$ cat src/design/flfm_pkg.sv
// constants and types for the fault flag and beam mode block
package flfm_pkg;
    // ==============================
    // register map: page and direct address
    localparam logic [4:0] PAGE_FLAG = 5'h1F;
    localparam logic [4:0] PAGE_GATE = 5'h1D;
    localparam logic [2:0] ADDR_BEHAV = 3'h6;
    localparam logic [2:0] ADDR_MASK = 3'h7;
    localparam logic [2:0] ADDR_GATE = 3'h6;
    localparam logic [2:0] ADDR_DUTY = 3'h7;
    // ==============================
    // field positions
    localparam int SHARE_LO = 6;
    localparam int OCF_LO = 4;
    localparam int DLY_LO = 2;
    localparam int HBF_BIT = 1;
    localparam int TEMP_BIT = 0;
    localparam int GATE_POL_BIT = 1;
    localparam int GATE_FORCE_BIT = 0;
    localparam int MASK_W = 6;
    // ==============================
    // reset values
    localparam logic [7:0] BEHAV_RST = 8'h03;
    localparam logic [5:0] MASK_RST = 6'h3F;
    localparam logic [1:0] GATE_RST = 2'h0;
    localparam logic [7:0] DUTY_RST = 8'h00;
    localparam logic [7:0] DUTY_FULL = 8'hC8;
    // ==============================
    // timing
    localparam int CLK_HZ = 250_000_000;
    localparam int DLY0_MS = 50;
    localparam int DLY1_MS = 100;
    localparam int DLY2_MS = 1000;
    localparam int DLY3_MS = 2000;
    localparam int DLY0_CYC = DLY0_MS * (CLK_HZ / 1000);
    localparam int DLY1_CYC = DLY1_MS * (CLK_HZ / 1000);
    localparam int DLY2_CYC = DLY2_MS * (CLK_HZ / 1000);
    localparam int DLY3_CYC = DLY3_MS * (CLK_HZ / 1000);
    localparam logic [4:0] OCF0_CYC = 5'h02;
    localparam logic [4:0] OCF1_CYC = 5'h04;
    localparam logic [4:0] OCF2_CYC = 5'h08;
    localparam logic [4:0] OCF3_CYC = 5'h10;
    // ==============================
    // lamp modes
    typedef enum logic [1:0] {MODE_OFF, MODE_DAYTIME, MODE_LOWBEAM, MODE_HIGHBEAM} flfm_mode_type;
endpackage : flfm_pkg

$ cat src/design/flfm_persist_if.sv
// carrier between the block and its persistence counters
`timescale 1ns/1ps
interface flfm_persist_if #(parameter int W = 8);
    logic cond;
    logic [W-1:0] limit;
    logic met;
    modport owner (output cond, output limit, input met);
    modport counter (input cond, input limit, output met);
endinterface : flfm_persist_if

$ cat src/design/flfm_persist.sv
// counts consecutive cycles of a condition and flags when the limit is reached
`timescale 1ns/1ps
module flfm_persist #(
    parameter int W = 8
) (
    // clock and reset
    input wire logic ref_clk,
    input wire logic sys_rst,
    // condition and result
    flfm_persist_if.counter pif
);
    logic [W-1:0] cnt_reg;
    logic [W-1:0] cnt_next;

    always_comb begin
        if (!pif.cond) begin
            cnt_next = '0;
        end else if (cnt_reg >= pif.limit) begin
            cnt_next = cnt_reg;
        end else begin
            cnt_next = cnt_reg + W'(1);
        end
    end

    always_ff @(posedge ref_clk or posedge sys_rst) begin
        if (sys_rst) begin
            cnt_reg <= '0;
        end else begin
            cnt_reg <= cnt_next;
        end
    end

    // restart on any gap, so only an unbroken run counts
    always_ff @(posedge ref_clk or posedge sys_rst) begin
        if (sys_rst) begin
            pif.met <= 1'b0;
        end else begin
            pif.met <= pif.cond && (cnt_next >= pif.limit);
        end
    end
endmodule : flfm_persist

$ cat src/design/flfm_top.sv
// fault flag sharing, fault filtering and reporting, lamp mode decode
`timescale 1ns/1ps
// Function
// - A two-bit field picks which flag lines are shared enable/fault lines: none, first, second or both; none at reset.
// - Overcurrent is accepted only after lasting 2, 4, 8 or 16 cycles by code, 2 at reset.
// - The second flag reports after 50, 100, 1000 or 2000 ms by code, 50 ms at reset.
// - A mask bit, one at reset, lets a high-beam fault reach the second flag.
// - A mask bit, one at reset, lets overtemperature reach the second flag.
// - Enable high with dim and beam selects low gives daytime mode with the stored duty clamped to 200.
// - Enable and dim select high with beam select low gives low-beam mode at full duty.
// - All three inputs high gives high-beam mode in boost topology at full duty.
// - Six mask bits, one at reset, let the remaining fault kinds reach the second flag.
// - A polarity bit sets the high-beam gate while beam select is low, and a force bit turns it on.
// - The duty code steps half a percent per count, 200 being full duty.
module flfm_top #(
    parameter int CNT_W = 30,
    parameter int unsigned DLY0_CYC = flfm_pkg::DLY0_CYC,
    parameter int unsigned DLY1_CYC = flfm_pkg::DLY1_CYC,
    parameter int unsigned DLY2_CYC = flfm_pkg::DLY2_CYC,
    parameter int unsigned DLY3_CYC = flfm_pkg::DLY3_CYC
) (
    // clock and reset
    input wire logic ref_clk,
    input wire logic sys_rst,
    // configuration port, written over the serial link or from stored memory
    input wire logic cfg_wr,
    input wire logic cfg_rd,
    input wire logic [4:0] cfg_page,
    input wire logic [2:0] cfg_addr,
    input wire logic [7:0] cfg_wdata,
    output logic [7:0] cfg_rdata,
    // lamp select pins
    input wire logic enable_in,
    input wire logic dim_select_n,
    input wire logic beam_select_n,
    // fault detectors
    input wire logic fault_vreg_uv,
    input wire logic fault_out_ov,
    input wire logic fault_out_uv,
    input wire logic fault_out_oc,
    input wire logic fault_open_led,
    input wire logic fault_str_short,
    input wire logic fault_highbeam,
    input wire logic fault_overtemp,
    // open-drain flag lines
    input wire logic fault_flag_a_n_in,
    output logic fault_flag_a_n_out,
    output logic fault_flag_a_n_oe,
    input wire logic fault_flag_b_n_in,
    output logic fault_flag_b_n_out,
    output logic fault_flag_b_n_oe,
    // power stage control
    output logic switching_en,
    output flfm_pkg::flfm_mode_type lamp_mode,
    output logic boost_topology,
    output logic [7:0] duty_code,
    output logic highbeam_gate_out,
    output logic overcurrent_accepted
);
    // ==============================
    // helpers
    function automatic logic [CNT_W-1:0] dly_count(input logic [1:0] code);
        case (code)
            2'h0: dly_count = CNT_W'(DLY0_CYC);
            2'h1: dly_count = CNT_W'(DLY1_CYC);
            2'h2: dly_count = CNT_W'(DLY2_CYC);
            default: dly_count = CNT_W'(DLY3_CYC);
        endcase
    endfunction : dly_count

    function automatic logic [4:0] ocf_count(input logic [1:0] code);
        case (code)
            2'h0: ocf_count = flfm_pkg::OCF0_CYC;
            2'h1: ocf_count = flfm_pkg::OCF1_CYC;
            2'h2: ocf_count = flfm_pkg::OCF2_CYC;
            default: ocf_count = flfm_pkg::OCF3_CYC;
        endcase
    endfunction : ocf_count

    function automatic logic [7:0] duty_clamp(input logic [7:0] code);
        duty_clamp = (code > flfm_pkg::DUTY_FULL) ? flfm_pkg::DUTY_FULL : code;
    endfunction : duty_clamp

    // ==============================
    // configuration registers
    logic [7:0] behav_reg;
    logic [5:0] mask_reg;
    logic [1:0] gate_reg;
    logic [7:0] duty_reg;
    logic sel_behav, sel_mask, sel_gate, sel_duty;
    logic [1:0] share_sel;

    assign sel_behav = (cfg_page == flfm_pkg::PAGE_FLAG) && (cfg_addr == flfm_pkg::ADDR_BEHAV);
    assign sel_mask = (cfg_page == flfm_pkg::PAGE_FLAG) && (cfg_addr == flfm_pkg::ADDR_MASK);
    assign sel_gate = (cfg_page == flfm_pkg::PAGE_GATE) && (cfg_addr == flfm_pkg::ADDR_GATE);
    assign sel_duty = (cfg_page == flfm_pkg::PAGE_GATE) && (cfg_addr == flfm_pkg::ADDR_DUTY);
    assign share_sel = behav_reg[flfm_pkg::SHARE_LO +: 2];

    always_ff @(posedge ref_clk or posedge sys_rst) begin
        if (sys_rst) begin
            behav_reg <= flfm_pkg::BEHAV_RST;
            mask_reg <= flfm_pkg::MASK_RST;
            gate_reg <= flfm_pkg::GATE_RST;
            duty_reg <= flfm_pkg::DUTY_RST;
        end else if (cfg_wr) begin
            if (sel_behav) behav_reg <= cfg_wdata;
            if (sel_mask) mask_reg <= cfg_wdata[flfm_pkg::MASK_W-1:0];
            if (sel_gate) gate_reg <= cfg_wdata[1:0];
            if (sel_duty) duty_reg <= cfg_wdata;
        end
    end

    // unmapped addresses and reserved bits read as zero
    always_ff @(posedge ref_clk or posedge sys_rst) begin
        if (sys_rst) begin
            cfg_rdata <= 8'h00;
        end else if (cfg_rd) begin
            cfg_rdata <= sel_behav ? behav_reg :
                         sel_mask ? {2'h0, mask_reg} :
                         sel_gate ? {6'h00, gate_reg} :
                         sel_duty ? duty_reg : 8'h00;
        end
    end

    // ==============================
    // pin synchronisers
    localparam int NSYNC = 13;
    logic [NSYNC-1:0] sync1_reg, sync2_reg;
    logic en_s, dim_s, beam_s, oc_s, hb_s, temp_s, line_a_s, line_b_s;
    logic [5:0] six_s;

    always_ff @(posedge ref_clk or posedge sys_rst) begin
        if (sys_rst) begin
            sync1_reg <= '0;
            sync2_reg <= '0;
        end else begin
            sync1_reg <= {fault_flag_b_n_in, fault_flag_a_n_in, enable_in, dim_select_n, beam_select_n,
                          fault_highbeam, fault_overtemp, fault_vreg_uv, fault_out_ov, fault_out_uv,
                          fault_out_oc, fault_open_led, fault_str_short};
            sync2_reg <= sync1_reg;
        end
    end

    assign {line_b_s, line_a_s, en_s, dim_s, beam_s, hb_s, temp_s} = sync2_reg[12:6];
    assign six_s = sync2_reg[5:0];
    assign oc_s = sync2_reg[2];

    // ==============================
    // overcurrent filter and second flag delay
    flfm_persist_if #(.W(5)) ocf_if ();
    flfm_persist_if #(.W(CNT_W)) dly_if ();
    logic [5:0] six_acc;
    logic unmasked_b, fault_any;

    assign ocf_if.cond = oc_s;
    assign ocf_if.limit = ocf_count(behav_reg[flfm_pkg::OCF_LO +: 2]);
    assign six_acc = {six_s[5:3], ocf_if.met, six_s[1:0]};
    assign unmasked_b = (|(six_acc & mask_reg))
                      | (hb_s & behav_reg[flfm_pkg::HBF_BIT])
                      | (temp_s & behav_reg[flfm_pkg::TEMP_BIT]);
    assign fault_any = (|six_acc) | hb_s | temp_s;
    assign dly_if.cond = unmasked_b;
    assign dly_if.limit = dly_count(behav_reg[flfm_pkg::DLY_LO +: 2]);

    flfm_persist #(.W(5)) u_ocf (.ref_clk(ref_clk), .sys_rst(sys_rst), .pif(ocf_if.counter));
    flfm_persist #(.W(CNT_W)) u_dly (.ref_clk(ref_clk), .sys_rst(sys_rst), .pif(dly_if.counter));

    // ==============================
    // flag line drive and sharing
    logic [2:0] hist_a_reg, hist_b_reg;
    logic peer_low_a, peer_low_b;

    always_ff @(posedge ref_clk or posedge sys_rst) begin
        if (sys_rst) begin
            fault_flag_a_n_oe <= 1'b0;
            fault_flag_b_n_oe <= 1'b0;
            overcurrent_accepted <= 1'b0;
        end else begin
            fault_flag_a_n_oe <= fault_any;
            fault_flag_b_n_oe <= dly_if.met;
            overcurrent_accepted <= ocf_if.met;
        end
    end

    assign fault_flag_a_n_out = 1'b0;
    assign fault_flag_b_n_out = 1'b0;

    // own drive echoes back through the synchroniser, so mask it for that long
    always_ff @(posedge ref_clk or posedge sys_rst) begin
        if (sys_rst) begin
            hist_a_reg <= '0;
            hist_b_reg <= '0;
        end else begin
            hist_a_reg <= {hist_a_reg[1:0], fault_flag_a_n_oe};
            hist_b_reg <= {hist_b_reg[1:0], fault_flag_b_n_oe};
        end
    end

    assign peer_low_a = share_sel[0] && !line_a_s && !fault_flag_a_n_oe && !(|hist_a_reg);
    assign peer_low_b = share_sel[1] && !line_b_s && !fault_flag_b_n_oe && !(|hist_b_reg);

    // ==============================
    // lamp mode decode
    flfm_pkg::flfm_mode_type mode_next;

    always_comb begin
        if (!en_s) begin
            mode_next = flfm_pkg::MODE_OFF;
        end else if (!dim_s) begin
            mode_next = flfm_pkg::MODE_DAYTIME;
        end else if (!beam_s) begin
            mode_next = flfm_pkg::MODE_LOWBEAM;
        end else begin
            mode_next = flfm_pkg::MODE_HIGHBEAM;
        end
    end

    always_ff @(posedge ref_clk or posedge sys_rst) begin
        if (sys_rst) begin
            lamp_mode <= flfm_pkg::MODE_OFF;
            boost_topology <= 1'b0;
            duty_code <= 8'h00;
            switching_en <= 1'b0;
        end else begin
            lamp_mode <= mode_next;
            boost_topology <= (mode_next == flfm_pkg::MODE_HIGHBEAM);
            case (mode_next)
                flfm_pkg::MODE_DAYTIME: duty_code <= duty_clamp(duty_reg);
                flfm_pkg::MODE_LOWBEAM: duty_code <= flfm_pkg::DUTY_FULL;
                flfm_pkg::MODE_HIGHBEAM: duty_code <= flfm_pkg::DUTY_FULL;
                default: duty_code <= 8'h00;
            endcase
            switching_en <= (mode_next != flfm_pkg::MODE_OFF) && !peer_low_a && !peer_low_b;
        end
    end

    always_ff @(posedge ref_clk or posedge sys_rst) begin
        if (sys_rst) begin
            highbeam_gate_out <= 1'b0;
        end else begin
            highbeam_gate_out <= gate_reg[flfm_pkg::GATE_FORCE_BIT] | beam_s
                               | gate_reg[flfm_pkg::GATE_POL_BIT];
        end
    end

    // ==============================
    // checks
    logic [CNT_W-1:0] hold_cnt;

    always_ff @(posedge ref_clk or posedge sys_rst) begin
        if (sys_rst) begin
            hold_cnt <= '0;
        end else begin
            hold_cnt <= unmasked_b ? hold_cnt + CNT_W'(1) : '0;
        end
    end
endmodule : flfm_top

$ cat config.mk
export PLATFORM = sky130hd
export DESIGN_NAME = flfm_top
export DESIGN_NICKNAME = d
export VERILOG_FILES = /design/src/design/flfm_pkg.sv /design/src/design/flfm_persist_if.sv /design/src/design/flfm_persist.sv /design/src/design/flfm_top.sv
export SDC_FILE = /design/constraint.sdc
export NUM_CORES = 1
export LEC_CHECK = 0
export BUFFER_PORTS_ARGS = -buffer_cell sky130_fd_sc_hd__buf_2
export CORE_MARGIN = 2
export CORE_UTILIZATION = 59
export CTS_CLUSTER_DIAMETER = 120
export DETAILED_ROUTE_END_ITERATION = 16
export HOLD_SLACK_MARGIN = 0.1
export PLACE_DENSITY_LB_ADDON = 0.05
export SKIP_CTS_REPAIR_TIMING = 1
export SLEW_MARGIN = 20
export SYNTH_ARGS = -nofsm -noshare
export SYNTH_HDL_FRONTEND = slang
export SYNTH_SLANG_ARGS = --single-unit
$ cat constraint.sdc
create_clock -name ref_clk -period 5.55 [get_ports ref_clk]
set_input_delay 0.555 -clock ref_clk [delete_from_list [all_inputs] [get_ports ref_clk]]
set_output_delay 0.555 -clock ref_clk [all_outputs]
set_load 0.05 [all_outputs]
==> Implementation_results.wiki <==
{| class="wikitable"
! Metric !! Value
|-
| Die span in y || 105 µm
|-
| Remaining global-route overflow || 0
|-
| Number of buffers between clock root and the deepest sink || 2
|-
| Die area || 0.0110 mm²
|-
| Max-Slew Margin vs Limit || 39.2%
|-
| Flip-flop cell with the highest count after synthesis || sky130_fd_sc_hd__dfrtp_1
|-
| Worst setup slack for register-to-register paths || 490 ps
|-
| Yosys warns || 0
|-
| Req. time, crit path || 5950 ps
|-
| Row cnt || 36
|-
| Cell chosen for the clock root || sky130_fd_sc_hd__clkbuf_8
|-
| Port buffer count || 56
|-
| Worst path cell trace || inv_1 -> ha_1 -> o21ai_1 -> ha_1 -> nand3_1 -> a21oi_1 -> nor3_2 -> o211ai_4 -> nor3_4 -> and3_1 -> nand2_1 -> xor2_1 -> nor2_1 -> ha_1 -> a21o_1 -> a21o_1 -> a21oi_1 -> nor2_1 -> a211oi_1 -> o211ai_1 -> a21o_1 -> a211o_1
|-
| CTS tree || yes
|-
| Final setup slack of the worst path || 490 ps
|-
| Category of cells accounting for the largest share of critical-path delay || compound AO/OA/AOI/OAI gates
|-
| Final hold violation count || 0
|-
| Avg Vias per Cell || 5.74
|-
| Largest clock skew in the final design || 6.31 ps
|-
| Crit Path Category || reg2reg
|-
| Worst setup EP type || flip-flop
|-
| Met1 layer wirelength in the final routing || 6.31 mm
|-
| Drt drc || 0
|-
| Antenna Diode Count || 0
|-
| IO Count || 59
|-
| Wire length of the first global-routing pass || 22.2 mm
|-
| Worst-case setup slack after placement || 448 ps
|-
| Arrival time reported for the critical path endpoint || 5460 ps
|-
| Fraction of power spent switching nets || 25.9%
|-
| Overall Power || 2.27 mW
|-
| Commonest non-fill, non-tap cell in the layout || sky130_fd_sc_hd__dfrtp_1
|-
| Fraction of registers with async set/reset || 100%
|-
| Number of clock sinks || 117
|-
| Pin count of the biggest net entering global routing || 63
|-
| Fraction of power consumed by sequential logic || 40.7%
|-
| Worst Tran Pin Value || 912 ps
|-
| Stage delay of the slowest cell on the critical path || 440 ps
|-
| Top library cells by usage in the layout, fill and taps aside || sky130_fd_sc_hd__dfrtp_1, sky130_fd_sc_hd__ha_1, sky130_fd_sc_hd__buf_2
|-
| Final core utilization || 71.5%
|-
| Multi-input gate area in the final layout || 0.00294 mm²
|-
| Clock latency of the later-clocked register in the worst-skew pair || 520 ps
|-
| Internal power || 1.69 mW
|-
| Part of the power in combinational logic || 11.9%
|-
| Routed met2 length || 6.21 mm
|-
| Fraction of final layout cells with drive strength greater than 1 || 23.1%
|-
| Mean Syn Cell Area || 11.2 µm²
|-
| Setup tns final || 0 ps
|-
| Cell variety after synth || 54
|-
| Final setup violation count || 0
|-
| Number of slew-limit violations in the final report || 0
|-
| Final cell count without fillers || 751
|-
| Number of placed cells counting well taps || 719
|-
| Post-synthesis instance total || 536
|-
| Amount of wire on met3 after detailed routing || 552 µm
|-
| Total half-perimeter wirelength after legalization and detailed placement || 9.47 mm
|-
| Clock buffer count from CTS || 17
|-
| Worst Setup Start Kind || flip-flop
|-
| Power Dens Cells || 322 mW/mm²
|-
| Minimum clock period || 5060 ps
|-
| Largest fanout on the critical path || 9
|-
| Top layer reached by signal wires || met4
|-
| Static Leakage || 3.37 nW
|-
| Worst VDD drop || 0.250 mV
|-
| Post-detailed-routing wire length || 13.3 mm
|-
| Worst min path class || in2reg
|-
| Net switching component of the power || 0.588 mW
|-
| Slowest-stage cell, CP || sky130_fd_sc_hd__dfrtp_1
|-
| Core footprint || 0.00986 mm²
|-
| Total via count in the routed design || 4314
|-
| MaxCap Viol Count || 0
|-
| Clock slew at the register clock pins of the worst setup and hold paths || 60 ps
|-
| Register area || 0.00294 mm²
|-
| P&R area growth vs syn || 17.0%
|-
| Period utilisation layout || 91.2%
|-
| Per-cell routed wire length || 17.7 µm
|-
| First drt pass iteration count || 4
|-
| Maximum frequency from static timing analysis || 198 MHz
|-
| Status || completed
|-
| Routability congestion estimate from global placement || 0.913
|-
| Htree depth || 4
|-
| Post-synth EDFFs || 0
|-
| Initial cell density of the core || 61.1%
|-
| Largest register FFs || 30
|-
| Number of inserted filler cells in the final layout || 710
|-
| Worst path bufs/invs || 1
|-
| Post-synthesis instance area || 0.00603 mm²
|-
| Share of power burned in the clock network || 47.3%
|-
| Starting DRT DRC Count || 270
|-
| Antenna violations before repair || 0
|-
| Sequential share of the synthesized area || 48.7%
|-
| Vias in the first global route || 4348
|-
| # nets final || 700
|-
| Die width || 105 µm
|-
| Register bit count reported by yosys || 117
|-
| GRT Resource Usage Total || 26.0%
|-
| Setup repair after global routing missed its margin || no
|-
| Antenna violation net count after detailed routing || 0
|}
## kinds of logic after synthesis
group | after synthesis | synth area share, %
flops | 117 | 48.7
other cells | 1 | 0.0622
compound gates | 83 | 9.79
xor+xnor | 32 | 4.65
mux | 28 | 5.56
simple gates | 173 | 15.7
buf+inv | 40 | 2.61
fa+ha+maj | 62 | 12.9
## synthesized netlist by cell type (10+ instances only)
| library cell | n | area [µm²] |
|---|---|---|
| sky130_fd_sc_hd__a21o_1 | 12 | 90.1 |
| sky130_fd_sc_hd__a21oi_1 | 16 | 80.1 |
| sky130_fd_sc_hd__and2_1 | 10 | 62.6 |
| sky130_fd_sc_hd__and3_1 | 11 | 68.8 |
| sky130_fd_sc_hd__dfrtp_1 | 109 | 2730 |
| sky130_fd_sc_hd__ha_1 | 62 | 776 |
| sky130_fd_sc_hd__inv_1 | 29 | 109 |
| sky130_fd_sc_hd__mux2_2 | 24 | 270 |
| sky130_fd_sc_hd__nand2_1 | 38 | 143 |
| sky130_fd_sc_hd__nand3_1 | 10 | 50.1 |
| sky130_fd_sc_hd__nand4_1 | 17 | 106 |
| sky130_fd_sc_hd__nor2_1 | 47 | 176 |
| sky130_fd_sc_hd__o21ai_0 | 14 | 70.1 |
| sky130_fd_sc_hd__xnor2_1 | 14 | 123 |
| sky130_fd_sc_hd__xor2_1 | 18 | 158 |
## worst reg2reg max path, stage by stage, from the launching register on
cell and delay [ps]:
sky130_fd_sc_hd__dfrtp_1 440, sky130_fd_sc_hd__inv_1 210, sky130_fd_sc_hd__ha_1 320, sky130_fd_sc_hd__o21ai_1 350, sky130_fd_sc_hd__ha_1 320, sky130_fd_sc_hd__nand3_1 90, sky130_fd_sc_hd__a21oi_1 70, sky130_fd_sc_hd__nor3_2 230
sky130_fd_sc_hd__o211ai_4 200, sky130_fd_sc_hd__nor3_4 380, sky130_fd_sc_hd__and3_1 320, sky130_fd_sc_hd__nand2_1 90, sky130_fd_sc_hd__xor2_1 140, sky130_fd_sc_hd__nor2_1 70, sky130_fd_sc_hd__ha_1 250, sky130_fd_sc_hd__a21o_1 170
sky130_fd_sc_hd__a21o_1 170, sky130_fd_sc_hd__a21oi_1 150, sky130_fd_sc_hd__nor2_1 60, sky130_fd_sc_hd__a211oi_1 310, sky130_fd_sc_hd__o211ai_1 150, sky130_fd_sc_hd__a21o_1 180, sky130_fd_sc_hd__a211o_1 290
## final cells by class
cell class | count | area share (%)
clock buffers | 18 | 6.07
repair buffers | 60 | 4.40
multi-input cells | 380 | 41.7
inverters | 29 | 1.58
well taps | 133 | 2.36
flip-flops and latches | 117 | 41.7
clock inverters | 14 | 2.27
## power groups by stage
| stage | Sequential (mW) | Clock [mW] | Combinational, mW |
|---|---|---|---|
| detailed placement | 0.940 | 0 | 0.269 |
| CTS | 0.926 | 1.09 | 0.273 |
| global route | 0.931 | 1.14 | 0.303 |
| finish | 0.926 | 1.08 | 0.271 |
| floorplan | 0.958 | 0 | 0.174 |
| global placement | 0.939 | 0 | 0.259 |
## final timing paths
check,start,endpoint,cells past startpoint
worst min register to register,sync1_reg[1]$_DFF_PP0_,sync2_reg[1]$_DFF_PP0_,0
worst max register to register,behav_reg[2]$_DFFE_PP0P_,u_dly.pif.met$_DFF_PP0_,22
min in group asynchronous,sys_rst,sync1_reg[6]$_DFF_PP0_,2
worst min-delay path,fault_overtemp,sync1_reg[6]$_DFF_PP0_,1
worst max-delay path,behav_reg[2]$_DFFE_PP0P_,u_dly.pif.met$_DFF_PP0_,22
max in group asynchronous,sys_rst,sync1_reg[8]$_DFF_PP0_,3
## per-stage QoR
step / cell area [µm²] / hold slack, ps
4_1_cts: 7050 / 117
2_1_floorplan: 6030 / 331
3_3_place_gp: 6460 / 334
5_1_grt: 7050 / 117
3_5_place_dp: 6460 / 335
6_report: 7050 / 137
## routing by layer
layer	GRT usage (%)	vias to the layer above
met5	0	-
met4	9.90	0
met3	5.49	20
met2	40.2	110
met1	36.2	2117
li1	-	2067
No activity file was read; power rests on OpenSTA's default activity.
